File: src/fcls_pkg.sv
/*
 * fcls_pkg: register map, reset values and carrier types of the
 * fully-closed loop supervision block.
 * Assumes a 32-bit APB slave with one aligned word per register.
 */
package fcls_pkg;
  localparam logic [7:0]  ADDR_CTRL   = 8'h00;
  localparam logic [7:0]  ADDR_THRESH = 8'h04;
  localparam logic [7:0]  ADDR_MULT   = 8'h08;
  localparam logic [7:0]  ADDR_MON    = 8'h0C;
  localparam logic [7:0]  ADDR_NUM    = 8'h10;
  localparam logic [7:0]  ADDR_DEN    = 8'h14;
  localparam logic [7:0]  ADDR_PITCH  = 8'h18;
  localparam logic [7:0]  ADDR_STAT   = 8'h1C;
  localparam logic [7:0]  ADDR_IRQST  = 8'h20;
  localparam logic [7:0]  ADDR_IRQCLR = 8'h24;
  localparam logic [7:0]  ADDR_IRQEN  = 8'h28;
  localparam logic [7:0]  ADDR_ERR    = 8'h2C;
  localparam logic [7:0]  ADDR_ARST   = 8'h30;
  // control word fields
  localparam int CTRL_FC_EN  = 0;
  localparam int CTRL_SPD_FB = 1;
  localparam int CTRL_G1_LSB = 2;
  localparam int CTRL_G2     = 4;
  localparam logic [31:0] CTRL_RST   = 32'h0000_0000;
  localparam logic [30:0] THRESH_RST = 31'h0000_03E8;
  localparam logic [30:0] THRESH_MAX = 31'h4000_0000;
  localparam logic [6:0]  MULT_RST   = 7'h14;
  localparam logic [6:0]  MULT_MAX   = 7'h64;
  localparam logic [7:0]  MON1_RST   = 8'h02;
  localparam logic [7:0]  MON2_RST   = 8'h00;
  localparam logic [7:0]  MON_ERR    = 8'h07;
  localparam logic [31:0] NUM_RST    = 32'h0000_0001;
  localparam logic [31:0] DEN_RST    = 32'h0000_0001;
  localparam logic [31:0] PITCH_RST  = 32'h0000_0014;
  // interrupt bits
  localparam int IRQ_D10   = 0;
  localparam int IRQ_ALARM = 1;
  localparam int IRQ_CLEAR = 2;
  localparam int IRQ_W     = 3;
  // group-1 method code that applies the dynamic brake
  localparam logic [1:0]  G1_DBRAKE  = 2'h0;

  typedef struct packed {
    logic       active;      // an alarm holds the motor stopped
    logic       use_group1;  // group-1 method in force
    logic [1:0] g1_method;   // group-1 stop method code
    logic       zero_speed;  // speed reference forced to zero
  } fcls_stop_t;
endpackage : fcls_pkg

File: src/fcls_top.sv
/*
 * fcls_top: fully-closed loop supervision: electronic gear on
 * position reference pulses, motor/load position error alarm with
 * per-rotation deviation carry, analog monitor routing, speed
 * feedback select and alarm stop by group, behind an APB slave.
 * Assumes encoder positions, pulses and alarm causes come from logic
 * on core_clk_i; the scale resolution is set up by software.
 */
// Added by the designer: the APB interface to the registers and the register addresses.
`timescale 1ns/1ps
// Overview of operation
// - gear ratio numerator over denominator scales pulses
// - compare load minus motor position against threshold
// - error above threshold raises overflow alarm
// - zero threshold disables the overflow alarm
// - per-rotation multiplier 0 to 100, default 20
// - multiplier zero uses external position unmodified
// - next rotation starts with deviation times 0.8 at default multiplier 20
// - monitor code 07 outputs position error
// - feedback source selects motor or external speed
// - feedback select ignored without fully-closed mode
// - group-1 alarm stops by group-1 method
// - group-2 alarm forces speed reference to zero
// - torque control always uses group-1 method
// - group-2 setting 1 uses group-1 method
// - only resettable alarms clear, once cause gone
module fcls_top #(
  parameter int          NALM      = 4,
  parameter logic [3:0]  ALM_GROUP2 = 4'h0,
  parameter logic [3:0]  ALM_RESET  = 4'hF,
  parameter logic        D10_RESET  = 1'b1
) (
  input  wire logic              core_clk_i,  // system clock
  input  wire logic              resetn_i,    // async reset
  input  wire logic              psel_i,      // apb select
  input  wire logic              penable_i,   // apb enable
  input  wire logic              pwrite_i,    // apb direction
  input  wire logic [7:0]        paddr_i,     // apb byte address
  input  wire logic [31:0]       pwdata_i,    // apb write data
  output logic      [31:0]       prdata_o,    // apb read data
  output logic                   pready_o,    // apb ready
  output logic                   pslverr_o,   // apb error
  input  wire logic              ref_pulse_i, // position ref pulse
  output logic                   step_o,      // scaled travel step
  input  wire logic signed [31:0] ext_pos_i,  // load position
  input  wire logic signed [31:0] mot_pos_i,  // motor position
  input  wire logic              rev_i,       // motor rotation mark
  input  wire logic [NALM-1:0]   alm_cause_i, // other alarm causes
  input  wire logic              torque_i,    // torque control mode
  input  wire logic              restart_i,   // drive restart pulse
  output logic                   ext_fb_o,    // external speed fb
  output logic signed [31:0]     mon1_o,      // monitor 1, 0.01 V lsb
  output logic signed [31:0]     mon2_o,      // monitor 2, 0.01 V lsb
  output fcls_pkg::fcls_stop_t   stop_o,      // stop action
  output logic                   d10_o,       // overflow alarm
  output logic                   irq_o        // interrupt level
);
  initial begin
    if (NALM < 1 || NALM > 4) $error("NALM must be 1 to 4");
  end

  logic [31:0]      ctrl;
  logic [30:0]      thresh;
  logic [6:0]       mult;
  logic [7:0]       mon1_sel, mon2_sel;
  logic [31:0]      num, den, pitch;
  logic [fcls_pkg::IRQ_W-1:0] irq_st, irq_en;
  logic [NALM-1:0]  alm;
  logic             d10;
  logic             fb_sel;
  logic signed [32:0] corr;
  logic [32:0]      acc;

  // apb decode; zero wait states
  logic wr_en, rd_en, hit;
  assign wr_en    = psel_i & penable_i & pwrite_i;
  assign rd_en    = psel_i & penable_i & ~pwrite_i;
  assign pready_o = 1'b1;

  function automatic logic mapped(input logic [7:0] a);
    mapped = (a <= fcls_pkg::ADDR_ARST) && (a[1:0] == 2'b00);
  endfunction : mapped

  assign hit       = mapped(paddr_i);
  assign pslverr_o = psel_i & penable_i & ~hit;

  function automatic logic wr_at(input logic [7:0] a);
    wr_at = wr_en && (paddr_i == a);
  endfunction : wr_at

  // configuration registers
  always_ff @(posedge core_clk_i or negedge resetn_i) begin
    if (!resetn_i) begin
      ctrl     <= fcls_pkg::CTRL_RST;
      thresh   <= fcls_pkg::THRESH_RST;
      mult     <= fcls_pkg::MULT_RST;
      mon1_sel <= fcls_pkg::MON1_RST;
      mon2_sel <= fcls_pkg::MON2_RST;
      num      <= fcls_pkg::NUM_RST;
      den      <= fcls_pkg::DEN_RST;
      pitch    <= fcls_pkg::PITCH_RST;
      irq_en   <= '0;
    end else begin
      if (wr_at(fcls_pkg::ADDR_CTRL)) ctrl <= pwdata_i;
      if (wr_at(fcls_pkg::ADDR_THRESH)) begin
        thresh <= (pwdata_i > 32'(fcls_pkg::THRESH_MAX)) ?
                  fcls_pkg::THRESH_MAX : pwdata_i[30:0];
      end
      if (wr_at(fcls_pkg::ADDR_MULT)) begin
        mult <= (pwdata_i > 32'(fcls_pkg::MULT_MAX)) ?
                fcls_pkg::MULT_MAX : pwdata_i[6:0];
      end
      if (wr_at(fcls_pkg::ADDR_MON)) begin
        mon1_sel <= pwdata_i[7:0];
        mon2_sel <= pwdata_i[15:8];
      end
      if (wr_at(fcls_pkg::ADDR_NUM)) num <= pwdata_i;
      if (wr_at(fcls_pkg::ADDR_DEN) && pwdata_i != 32'h0) begin
        den <= pwdata_i;
      end
      if (wr_at(fcls_pkg::ADDR_PITCH)) pitch <= pwdata_i;
      if (wr_at(fcls_pkg::ADDR_IRQEN)) begin
        irq_en <= pwdata_i[fcls_pkg::IRQ_W-1:0];
      end
    end
  end

  // electronic gear: each pulse adds num, steps drain den at a time
  logic [32:0] next_acc;
  always_comb begin
    next_acc = acc;
    if (acc >= {1'b0, den}) next_acc = acc - {1'b0, den};
    if (ref_pulse_i) next_acc = next_acc + {1'b0, num};
  end

  always_ff @(posedge core_clk_i or negedge resetn_i) begin
    if (!resetn_i) begin
      acc    <= '0;
      step_o <= 1'b0;
    end else begin
      acc    <= next_acc;
      step_o <= (acc >= {1'b0, den});
    end
  end

  // load/motor deviation with per-rotation carry
  logic signed [32:0] raw_dev, dev;
  logic signed [40:0] prod;
  logic        [32:0] dev_abs;
  assign raw_dev = 33'(ext_pos_i) - 33'(mot_pos_i);
  assign dev     = raw_dev - corr;
  assign prod    = 41'(raw_dev) * $signed({34'h0, mult});
  assign dev_abs = dev[32] ? 33'(-dev) : dev;

  always_ff @(posedge core_clk_i or negedge resetn_i) begin
    if (!resetn_i) begin
      corr <= '0;
    end else if (rev_i) begin
      // keeps (100 - mult)% of the deviation for the next rotation
      corr <= 33'(prod / 41'sd100);
    end
  end

  // motor/load error alarm
  logic over;
  logic arst;
  assign arst = wr_at(fcls_pkg::ADDR_ARST) & pwdata_i[0];
  assign over = (thresh != 31'h0) &&
                (dev_abs > {2'b00, thresh});

  always_ff @(posedge core_clk_i or negedge resetn_i) begin
    if (!resetn_i) begin
      d10 <= 1'b0;
    end else if (over) begin
      d10 <= 1'b1;
    end else if (arst && D10_RESET) begin
      d10 <= 1'b0;
    end
  end

  genvar gi;
  generate
    for (gi = 0; gi < NALM; gi++) begin : g_alm
      always_ff @(posedge core_clk_i or negedge resetn_i) begin
        if (!resetn_i) begin
          alm[gi] <= 1'b0;
        end else if (alm_cause_i[gi]) begin
          alm[gi] <= 1'b1;
        end else if (arst && ALM_RESET[gi]) begin
          alm[gi] <= 1'b0;
        end
      end
    end
  endgenerate

  assign d10_o = d10;

  // stop action by group
  logic g1_any, g2_any, any_alm;
  assign g1_any  = d10 | (|(alm & ~ALM_GROUP2[NALM-1:0]));
  assign g2_any  = |(alm & ALM_GROUP2[NALM-1:0]);
  assign any_alm = g1_any | g2_any;

  always_ff @(posedge core_clk_i or negedge resetn_i) begin
    if (!resetn_i) begin
      stop_o <= '0;
    end else begin
      stop_o.active    <= any_alm;
      stop_o.g1_method <= ctrl[fcls_pkg::CTRL_G1_LSB +: 2];
      stop_o.use_group1 <= g1_any ||
        (g2_any && (torque_i || ctrl[fcls_pkg::CTRL_G2]));
      stop_o.zero_speed <= g2_any && !g1_any && !torque_i &&
        !ctrl[fcls_pkg::CTRL_G2];
    end
  end

  // speed feedback source, taken at reset release or restart
  logic fb_loaded;
  always_ff @(posedge core_clk_i or negedge resetn_i) begin
    if (!resetn_i) begin
      fb_sel    <= 1'b0;
      fb_loaded <= 1'b0;
    end else if (!fb_loaded || restart_i) begin
      fb_sel    <= ctrl[fcls_pkg::CTRL_SPD_FB];
      fb_loaded <= 1'b1;
    end
  end

  always_ff @(posedge core_clk_i or negedge resetn_i) begin
    if (!resetn_i) begin
      ext_fb_o <= 1'b0;
    end else begin
      ext_fb_o <= fb_sel & ctrl[fcls_pkg::CTRL_FC_EN];
    end
  end

  // analog monitors: one lsb is one reference unit, 0.01 V
  always_ff @(posedge core_clk_i or negedge resetn_i) begin
    if (!resetn_i) begin
      mon1_o <= '0;
      mon2_o <= '0;
    end else begin
      mon1_o <= (mon1_sel == fcls_pkg::MON_ERR) ? dev[31:0] : '0;
      mon2_o <= (mon2_sel == fcls_pkg::MON_ERR) ? dev[31:0] : '0;
    end
  end

  // interrupts; a new event wins over a clear in the same cycle
  logic                       any_q;
  logic [fcls_pkg::IRQ_W-1:0] ev;
  assign ev = {any_q & ~any_alm, any_alm & ~any_q, over & ~d10};

  always_ff @(posedge core_clk_i or negedge resetn_i) begin
    if (!resetn_i) begin
      any_q  <= 1'b0;
      irq_st <= '0;
    end else begin
      any_q <= any_alm;
      if (wr_at(fcls_pkg::ADDR_IRQCLR)) begin
        irq_st <= (irq_st & ~pwdata_i[fcls_pkg::IRQ_W-1:0]) | ev;
      end else begin
        irq_st <= irq_st | ev;
      end
    end
  end

  assign irq_o = |(irq_st & irq_en);

  // read mux
  always_comb begin
    prdata_o = '0;
    if (rd_en) begin
      case (paddr_i)
        fcls_pkg::ADDR_CTRL:   prdata_o = ctrl;
        fcls_pkg::ADDR_THRESH: prdata_o = {1'b0, thresh};
        fcls_pkg::ADDR_MULT:   prdata_o = {25'h0, mult};
        fcls_pkg::ADDR_MON:    prdata_o = {16'h0, mon2_sel, mon1_sel};
        fcls_pkg::ADDR_NUM:    prdata_o = num;
        fcls_pkg::ADDR_DEN:    prdata_o = den;
        fcls_pkg::ADDR_PITCH:  prdata_o = pitch;
        fcls_pkg::ADDR_STAT:   prdata_o = {21'h0, fb_sel, stop_o,
                                           ALM_PAD(alm), d10};
        fcls_pkg::ADDR_IRQST:  prdata_o = {29'h0, irq_st};
        fcls_pkg::ADDR_IRQEN:  prdata_o = {29'h0, irq_en};
        fcls_pkg::ADDR_ERR:    prdata_o = dev[31:0];
        default:               prdata_o = '0;
      endcase
    end
  end

  function automatic logic [3:0] ALM_PAD(input logic [NALM-1:0] a);
    ALM_PAD = 4'(a);
  endfunction : ALM_PAD

  // checks
  property p_d10_raise;
    @(posedge core_clk_i) disable iff (!resetn_i)
      over |=> d10_o;
  endproperty
  motor_load_error_overflow_alarm_raise: assert property (p_d10_raise)
    else $error("error overflow did not raise alarm");

  property p_zero_thresh;
    @(posedge core_clk_i) disable iff (!resetn_i)
      (thresh == 31'h0 && !d10_o) |=> !d10_o;
  endproperty
  a_zero_thresh: assert property (p_zero_thresh)
    else $error("alarm raised with zero threshold");

  property p_over_cmp;
    @(posedge core_clk_i) disable iff (!resetn_i)
      (thresh != 31'h0 && dev_abs > {2'b00, thresh}) |-> over;
  endproperty
  a_over_cmp: assert property (p_over_cmp)
    else $error("threshold compare missed");

  property p_latch;
    @(posedge core_clk_i) disable iff (!resetn_i)
      (d10_o && !arst) |=> d10_o;
  endproperty
  a_latch: assert property (p_latch)
    else $error("alarm dropped without reset");

  property p_g1_stop;
    @(posedge core_clk_i) disable iff (!resetn_i)
      d10_o |=> (stop_o.active && stop_o.use_group1 && !stop_o.zero_speed);
  endproperty
  a_g1_stop: assert property (p_g1_stop)
    else $error("group-1 stop not applied");

  property p_torque;
    @(posedge core_clk_i) disable iff (!resetn_i)
      (torque_i && (d10_o || |alm)) |=> stop_o.use_group1;
  endproperty
  a_torque: assert property (p_torque)
    else $error("torque mode not on group-1 stop");

  property p_mult_rng;
    @(posedge core_clk_i) disable iff (!resetn_i)
      mult <= fcls_pkg::MULT_MAX;
  endproperty
  a_mult_rng: assert property (p_mult_rng)
    else $error("multiplier above 100");

  property p_mult_zero;
    @(posedge core_clk_i) disable iff (!resetn_i)
      (rev_i && mult == 7'h0) |=> (corr == 33'sh0);
  endproperty
  a_mult_zero: assert property (p_mult_zero)
    else $error("carry not cleared at zero multiplier");

  property p_fb_gate;
    @(posedge core_clk_i) disable iff (!resetn_i)
      !ctrl[fcls_pkg::CTRL_FC_EN] |=> !ext_fb_o;
  endproperty
  a_fb_gate: assert property (p_fb_gate)
    else $error("external feedback without fully-closed mode");

  property p_mon;
    @(posedge core_clk_i) disable iff (!resetn_i)
      (mon1_sel == fcls_pkg::MON_ERR) |=> (mon1_o == $past(dev[31:0]));
  endproperty
  a_mon: assert property (p_mon)
    else $error("monitor 1 not showing position error");

  property p_g2_zero;
    @(posedge core_clk_i) disable iff (!resetn_i)
      (g2_any && !g1_any && !torque_i && !ctrl[fcls_pkg::CTRL_G2]) |=>
        (stop_o.active && stop_o.zero_speed && !stop_o.use_group1);
  endproperty
  a_g2_zero: assert property (p_g2_zero)
    else $error("group-2 stop did not zero speed");

  property p_g2_as_g1;
    @(posedge core_clk_i) disable iff (!resetn_i)
      (g2_any && ctrl[fcls_pkg::CTRL_G2]) |=>
        (stop_o.use_group1 && !stop_o.zero_speed);
  endproperty
  a_g2_as_g1: assert property (p_g2_as_g1)
    else $error("group-2 setting 1 not on group-1 stop");

  property p_no_reset;
    @(posedge core_clk_i) disable iff (!resetn_i)
      ((alm & ~ALM_RESET[NALM-1:0]) != '0) |=>
        (($past(alm) & ~ALM_RESET[NALM-1:0] & ~alm) == '0);
  endproperty
  a_no_reset: assert property (p_no_reset)
    else $error("non-resettable alarm cleared");
endmodule : fcls_top

File: config.mk
export PLATFORM = sky130hd
export DESIGN_NAME = fcls_top
export DESIGN_NICKNAME = d
export VERILOG_FILES = /design/src/fcls_pkg.sv /design/src/fcls_top.sv
export SDC_FILE = /design/constraint.sdc
export NUM_CORES = 2
export LEC_CHECK = 0
export ABC_AREA = 1
export BUFFER_PORTS_ARGS = -buffer_cell sky130_fd_sc_hd__buf_2
export CAP_MARGIN = 20
export CORE_UTILIZATION = 50
export DETAILED_ROUTE_END_ITERATION = 12
export PLACE_DENSITY = 0.68
export SLEW_MARGIN = 10
export SYNTH_ARGS = -nofsm -noshare
export SYNTH_HDL_FRONTEND = slang
export SYNTH_SLANG_ARGS = --single-unit
File: constraint.sdc
create_clock -name core_clk_i -period 25.9 [get_ports core_clk_i]
set_input_delay 1.295 -clock core_clk_i [delete_from_list [all_inputs] [get_ports core_clk_i]]
set_output_delay 1.295 -clock core_clk_i [all_outputs]
set_load 0.03 [all_outputs]
==> Word-level counts from Yosys, hierarchy flattened <==
Cells that the tools add are included.
{ "totals": {"in_bits": 117, "rom_bits": 0, "reg_bits": 330, "memories": 0, "ram_bits": 0, "output_inout_bits": 107, "latch_bits": 0} }
{ "classes": {"reduce_logical": 26, "bitwise_logic": 20, "div": 1, "n_mux": 16, "addsub": 5, "n_mul": 1, "shift": 0, "magnitude_cmp": 5, "n_eq_ne": 14} }
{ "op_table": {"columns": ["operator", "count"], "rows": [
  ["32-bit case mux with 11 select lines", 1],
  ["33-bit 2-to-1 mux", 3],
  ["32-bit 2-to-1 mux", 3],
  ["41-bit by 8-bit divider with 41-bit output, second input constant", 1],
  ["33-bit by 8-bit multiplier with 41-bit output", 1],
  ["8-bit by 6-bit == test with 1-bit output, second input constant", 5],
  ["33-bit by 32-bit adder with 33-bit output", 1],
  ["33-bit by 32-bit >= comparator with 1-bit output", 1],
  ["33-bit by 31-bit > comparator with 1-bit output", 1],
  ["33-bit negator", 1],
  ["32-bit by 32-bit subtractor with 33-bit output", 1],
  ["33-bit by 32-bit subtractor with 33-bit output", 1],
  ["33-bit subtractor", 1],
  ["8-bit by 5-bit == test with 1-bit output, second input constant", 4],
  ["32-bit by 31-bit > comparator with 1-bit output, second input constant", 1],
  ["32-bit by 7-bit > comparator with 1-bit output, second input constant", 1],
  ["32-bit nonzero test", 1],
  ["31-bit 2-to-1 mux", 1],
  ["31-bit nonzero test", 1],
  ["8-bit by 3-bit == test with 1-bit output, second input constant", 3],
  ["8-bit by 4-bit == test with 1-bit output, second input constant", 2],
  ["1-bit logical AND", 13],
  ["2-bit nonzero test", 5],
  ["1-bit bitwise AND", 9],
  ["15 further kinds", 26]
]} }

==> Longest topological paths before layout <==
{ "logic_depth": {"depth_word": 9, "mapped_depth": 251} }

==> Least setup slack after synthesis <==
No wires, ideal clock.
{ "synth_path": {"path_kind": "input to register", "startpoint": "input ext_pos_i[0]", "endpoint": "register corr[32]", "setup_time_ns": 0.123, "slack_ns": 0.863, "path_buffers": 2, "stages": 206, "t_arrival_ns": 24.913, "path_cell_list": "inv_1 ha_1 fa_1 o211a_1 o21ai_0 a21o_1 a21oi_1 o21ai_0 nand3_1 nand2_1 nand3_1 nand2_1 nand3_1 nand2_1 a21oi_1 inv_1 a21oi_1 o21ai_0 (+170 left out) nand2_2 nand2_1 nand2_2 a21boi_2 ha_1 inv_1 nor3_2 nand3_2 nor2_4 nand4_2 nor2_1 nand2_1 inv_2 nand2_1 nand2_1 o21ai_1 xnor2_1 o21ai_1"} }
{ "synth_between": {"elab_chain_cells": 3} }
{ "synth_lines": {"columns": ["element", "line_no", "rtl"], "rows": [
  ["start, declared", "fcls_top.sv:45", "input wire logic signed [31:0] ext_pos_i,"],
  ["32-bit by 32-bit subtractor with 33-bit output", "fcls_top.sv:150", "assign raw_dev = 33'(ext_pos_i) - 33'(mot_pos_i);"],
  ["33-bit by 8-bit multiplier with 41-bit output", "fcls_top.sv:152", "assign prod = 41'(raw_dev) * $signed({34'h0, mult});"],
  ["41-bit by 8-bit divider with 41-bit output", "fcls_top.sv:160", "corr <= 33'(prod / 41'sd100);"],
  ["end signal, assigned", "fcls_top.sv:160", null],
  ["end, declared", "fcls_top.sv:71", "logic signed [32:0] corr;"]
]} }
No other way between the ends.
A chain may end at the register's enable or synchronous reset.

==> Worst setup path after layout <==
{ "layout_path": {"startpoint": "input ext_pos_i[1]", "endpoint": "register corr[32]"} }
Same word-level chain as after synthesis.

==> metrics <==
outcome=complete, no violations; Fin. Hold Viols=0; final layout net count=6597; routed via count=37.78k; Place WS=-1.244 ns; drt wl/cell=16.69 um; final slew viol count=0; most common cell after layout, fill and taps aside=nand2_1; fraction of layout cells with a size suffix above 1=27.23%; top post-synthesis cells by area=dfrtp_1, nand2_1, fa_1; Max-cap violations=0; I/O Pins=224; routability cong.=0.9519; pin count of the biggest net entering global routing=127; CTS tree=done; crit path launch type=primary input; unique cell type count in the Yosys netlist=82; Final Skew=0.01337 ns; cells on worst reg2reg path=178; post-synth top area share=20.70%; drc violations=0; FMAX=38.64 MHz; minimum clock period=25.88 ns; Area Growth Syn to Fin=23.31%; Hold Path Origin=ctrl[2]; Gate Count Post-Synth=5442; first-pass GRT wire length=183.2 mm; Core Area=0.07582 mm2; slowest stage delay, CP=0.56 ns; EDFF count, synth=0; Initial Util=50.53%; grt total ovfl=0; die width=278.8 um; register area share after synthesis=21.60%; Reg clk slew, reported paths=0.06 ns; Tot GR Track Use=29.26%; HPWL after detailed placement=92.44 mm; cell mode on critical path=nand2_4; R2R Path Start=mult[3]; most frequent cells in the layout=nand2_1, inv_1, buf_4; DR iter-0 viols=2629; critical path arrival=26.31 ns; critical path type=primary input to flip-flop; vias in the first global route=35.72k; ANT nets after route=0; RSZ-0062 raised after global routing=true; # rows=101; Synth Flop Type=dfrtp_1; die area=0.07774 mm2; worst-path maximum fanout=8; Worst R2R End=corr[32]; Slew HR=22.12%; final worst setup slack=0.02052 ns; Syn Area/Cell=7.040 um2; CP Capture Type=flip-flop; Hold EP=stop_o[1]; clk_lat worst skew=0.55 ns; Port Buf Inserts=220; WL final=117.9 mm; Cell Area, Placed=0.04304 mm2; TritonCTS buffer count=36; worst hold stages=0; Max clock buf depth=3; number of synthesis warnings=0; post-layout util=62.31%; clock root cell=clkbuf_16; antenna violations before repair=1; Hold Path Class=flip-flop to flip-flop; TritonCTS Sinks=330; Crit-path slowest cell=fa_1; Pre-antenna DRT Iters=6; Worst Tran Pin Value=1.158 ns; fin area=0.04725 mm2; largest area contributor in the netlist=dfrtp_1; Die Ht=278.8 um; Via density=5.348; Tcrit/Tclk final=99.92%; synthesis-stage register bit count=330; Critical Path RT=26.33 ns; R2R Setup Slk=2.48 ns; # H-tree levels=2; Ant. Diodes=0; final setup vio count=0; synthesized area=0.03831 mm2; Post-synth ARST share=100.0%
==> synth_stat cells, drive strengths merged (8+ instances only) <==
cell,number
nor3,50
a31oi,17
buf,14
a221oi,34
o22ai,46
nand3,309
xnor2,45
o21bai,18
xor2,163
nand3b,13
clkbuf,97
dfstp,13
o31ai,8
nand4,96
a21oi,237
clkinv,19
nor2,543
o211ai,28
fa,175
inv,951
or2,15
nor4,26
dfrtp,317
o21ai,398
nand2,1506
ha,245
==> final cells by class <==
class                      instances  area, um2
clock buffer                      50       1033
clock inverter                    14      155.1
tap                              978       1224
inverter                         978       3826
fill                            6782      28580
sequential                       330       8274
multi-input combinational       4021      27930
timing repair buffer             693       4803
==> registers in the layout, indices dropped and copies added (netlist names) <==
register / flops
acc: 33
alm: 4
any_q: 1
corr: 33
ctrl: 32
d10_o: 1
den: 32
ext_fb_o: 1
fb_loaded: 1
fb_sel: 1
irq_en: 3
irq_st: 3
mon1_o: 32
mon1_sel: 8
mon2_o: 32
mon2_sel: 8
mult: 7
num: 32
pitch: 32
step_o: 1
stop_o: 2
thresh: 31
==> metal layers <==
metal	wire [um]	up-vias	global-route usage (%)
li1	-	18559	-
met1	48070	17958	36.12
met2	58220	1001	51.60
met3	5460	263	2.795
met4	6133	0	13.13
met5	0	-	0
==> repair_timing <==
action / CTS / global route
buffers inserted: 3 / 81
hold buffers: 0 / 0
gates cloned: 0 / 1
pin swaps: 21 / 263
resized for setup: 21 / 520
setup endpoints to repair: 14 / 33
==> metrics by stage <==
stage / instances / setup TNS [ns] / hold slack (ns)
after floorplan: 5443 / 0 / 0.3744
after global placement: 6913 / -7.136 / 0.3860
after detailed placement: 6913 / -19.09 / 0.3883
after CTS: 6980 / 0 / 0.4037
after global routing: 7064 / -38.27 / 0.4192
final: 7064 / 0 / 0.4017
==> worst max-delay path by stage <==
| stage | start | end | slack, ns | cells past startpoint |
|---|---|---|---|---|
| final | ext_pos_i[1] | corr[32] | 0.02 | 205 |
| after global routing | ext_pos_i[1] | corr[32] | -1.81 | 214 |
| after CTS | ext_pos_i[0] | corr[32] | 0.002 | 217 |
| after detailed placement | ext_pos_i[0] | corr[32] | -1.24 | 210 |
| after global placement | ext_pos_i[0] | corr[32] | -0.74 | 202 |
| after floorplan | ext_pos_i[0] | corr[32] | 0.86 | 206 |
==> logic make-up (layout without fill, tap and decap cells) <==
| family | count (synthesis) | after routing | synth area share, % |
|---|---|---|---|
| other cells | 2 | 3 | 0.01960 |
| fa+ha+maj | 420 | 420 | 17.15 |
| compound gates | 823 | 823 | 12.10 |
| xor+xnor | 208 | 208 | 4.853 |
| buf+inv | 1092 | 1735 | 11.42 |
| flops | 330 | 330 | 21.60 |
| simple gates | 2567 | 2567 | 32.87 |
==> critical path: cells and delay by family <==
kind                     cells  cell delay, ns
AO/OA/AOI/OAI               23            3.64
AND/OR/NAND/NOR            146           14.93
buffers and inverters       24            2.56
XOR/XNOR                     5            0.91
adder cells (fa/ha/maj)      7            2.85
Power is not shown: default switching activity piles up to over one toggle a cycle in this logic, so the estimate is an artifact.
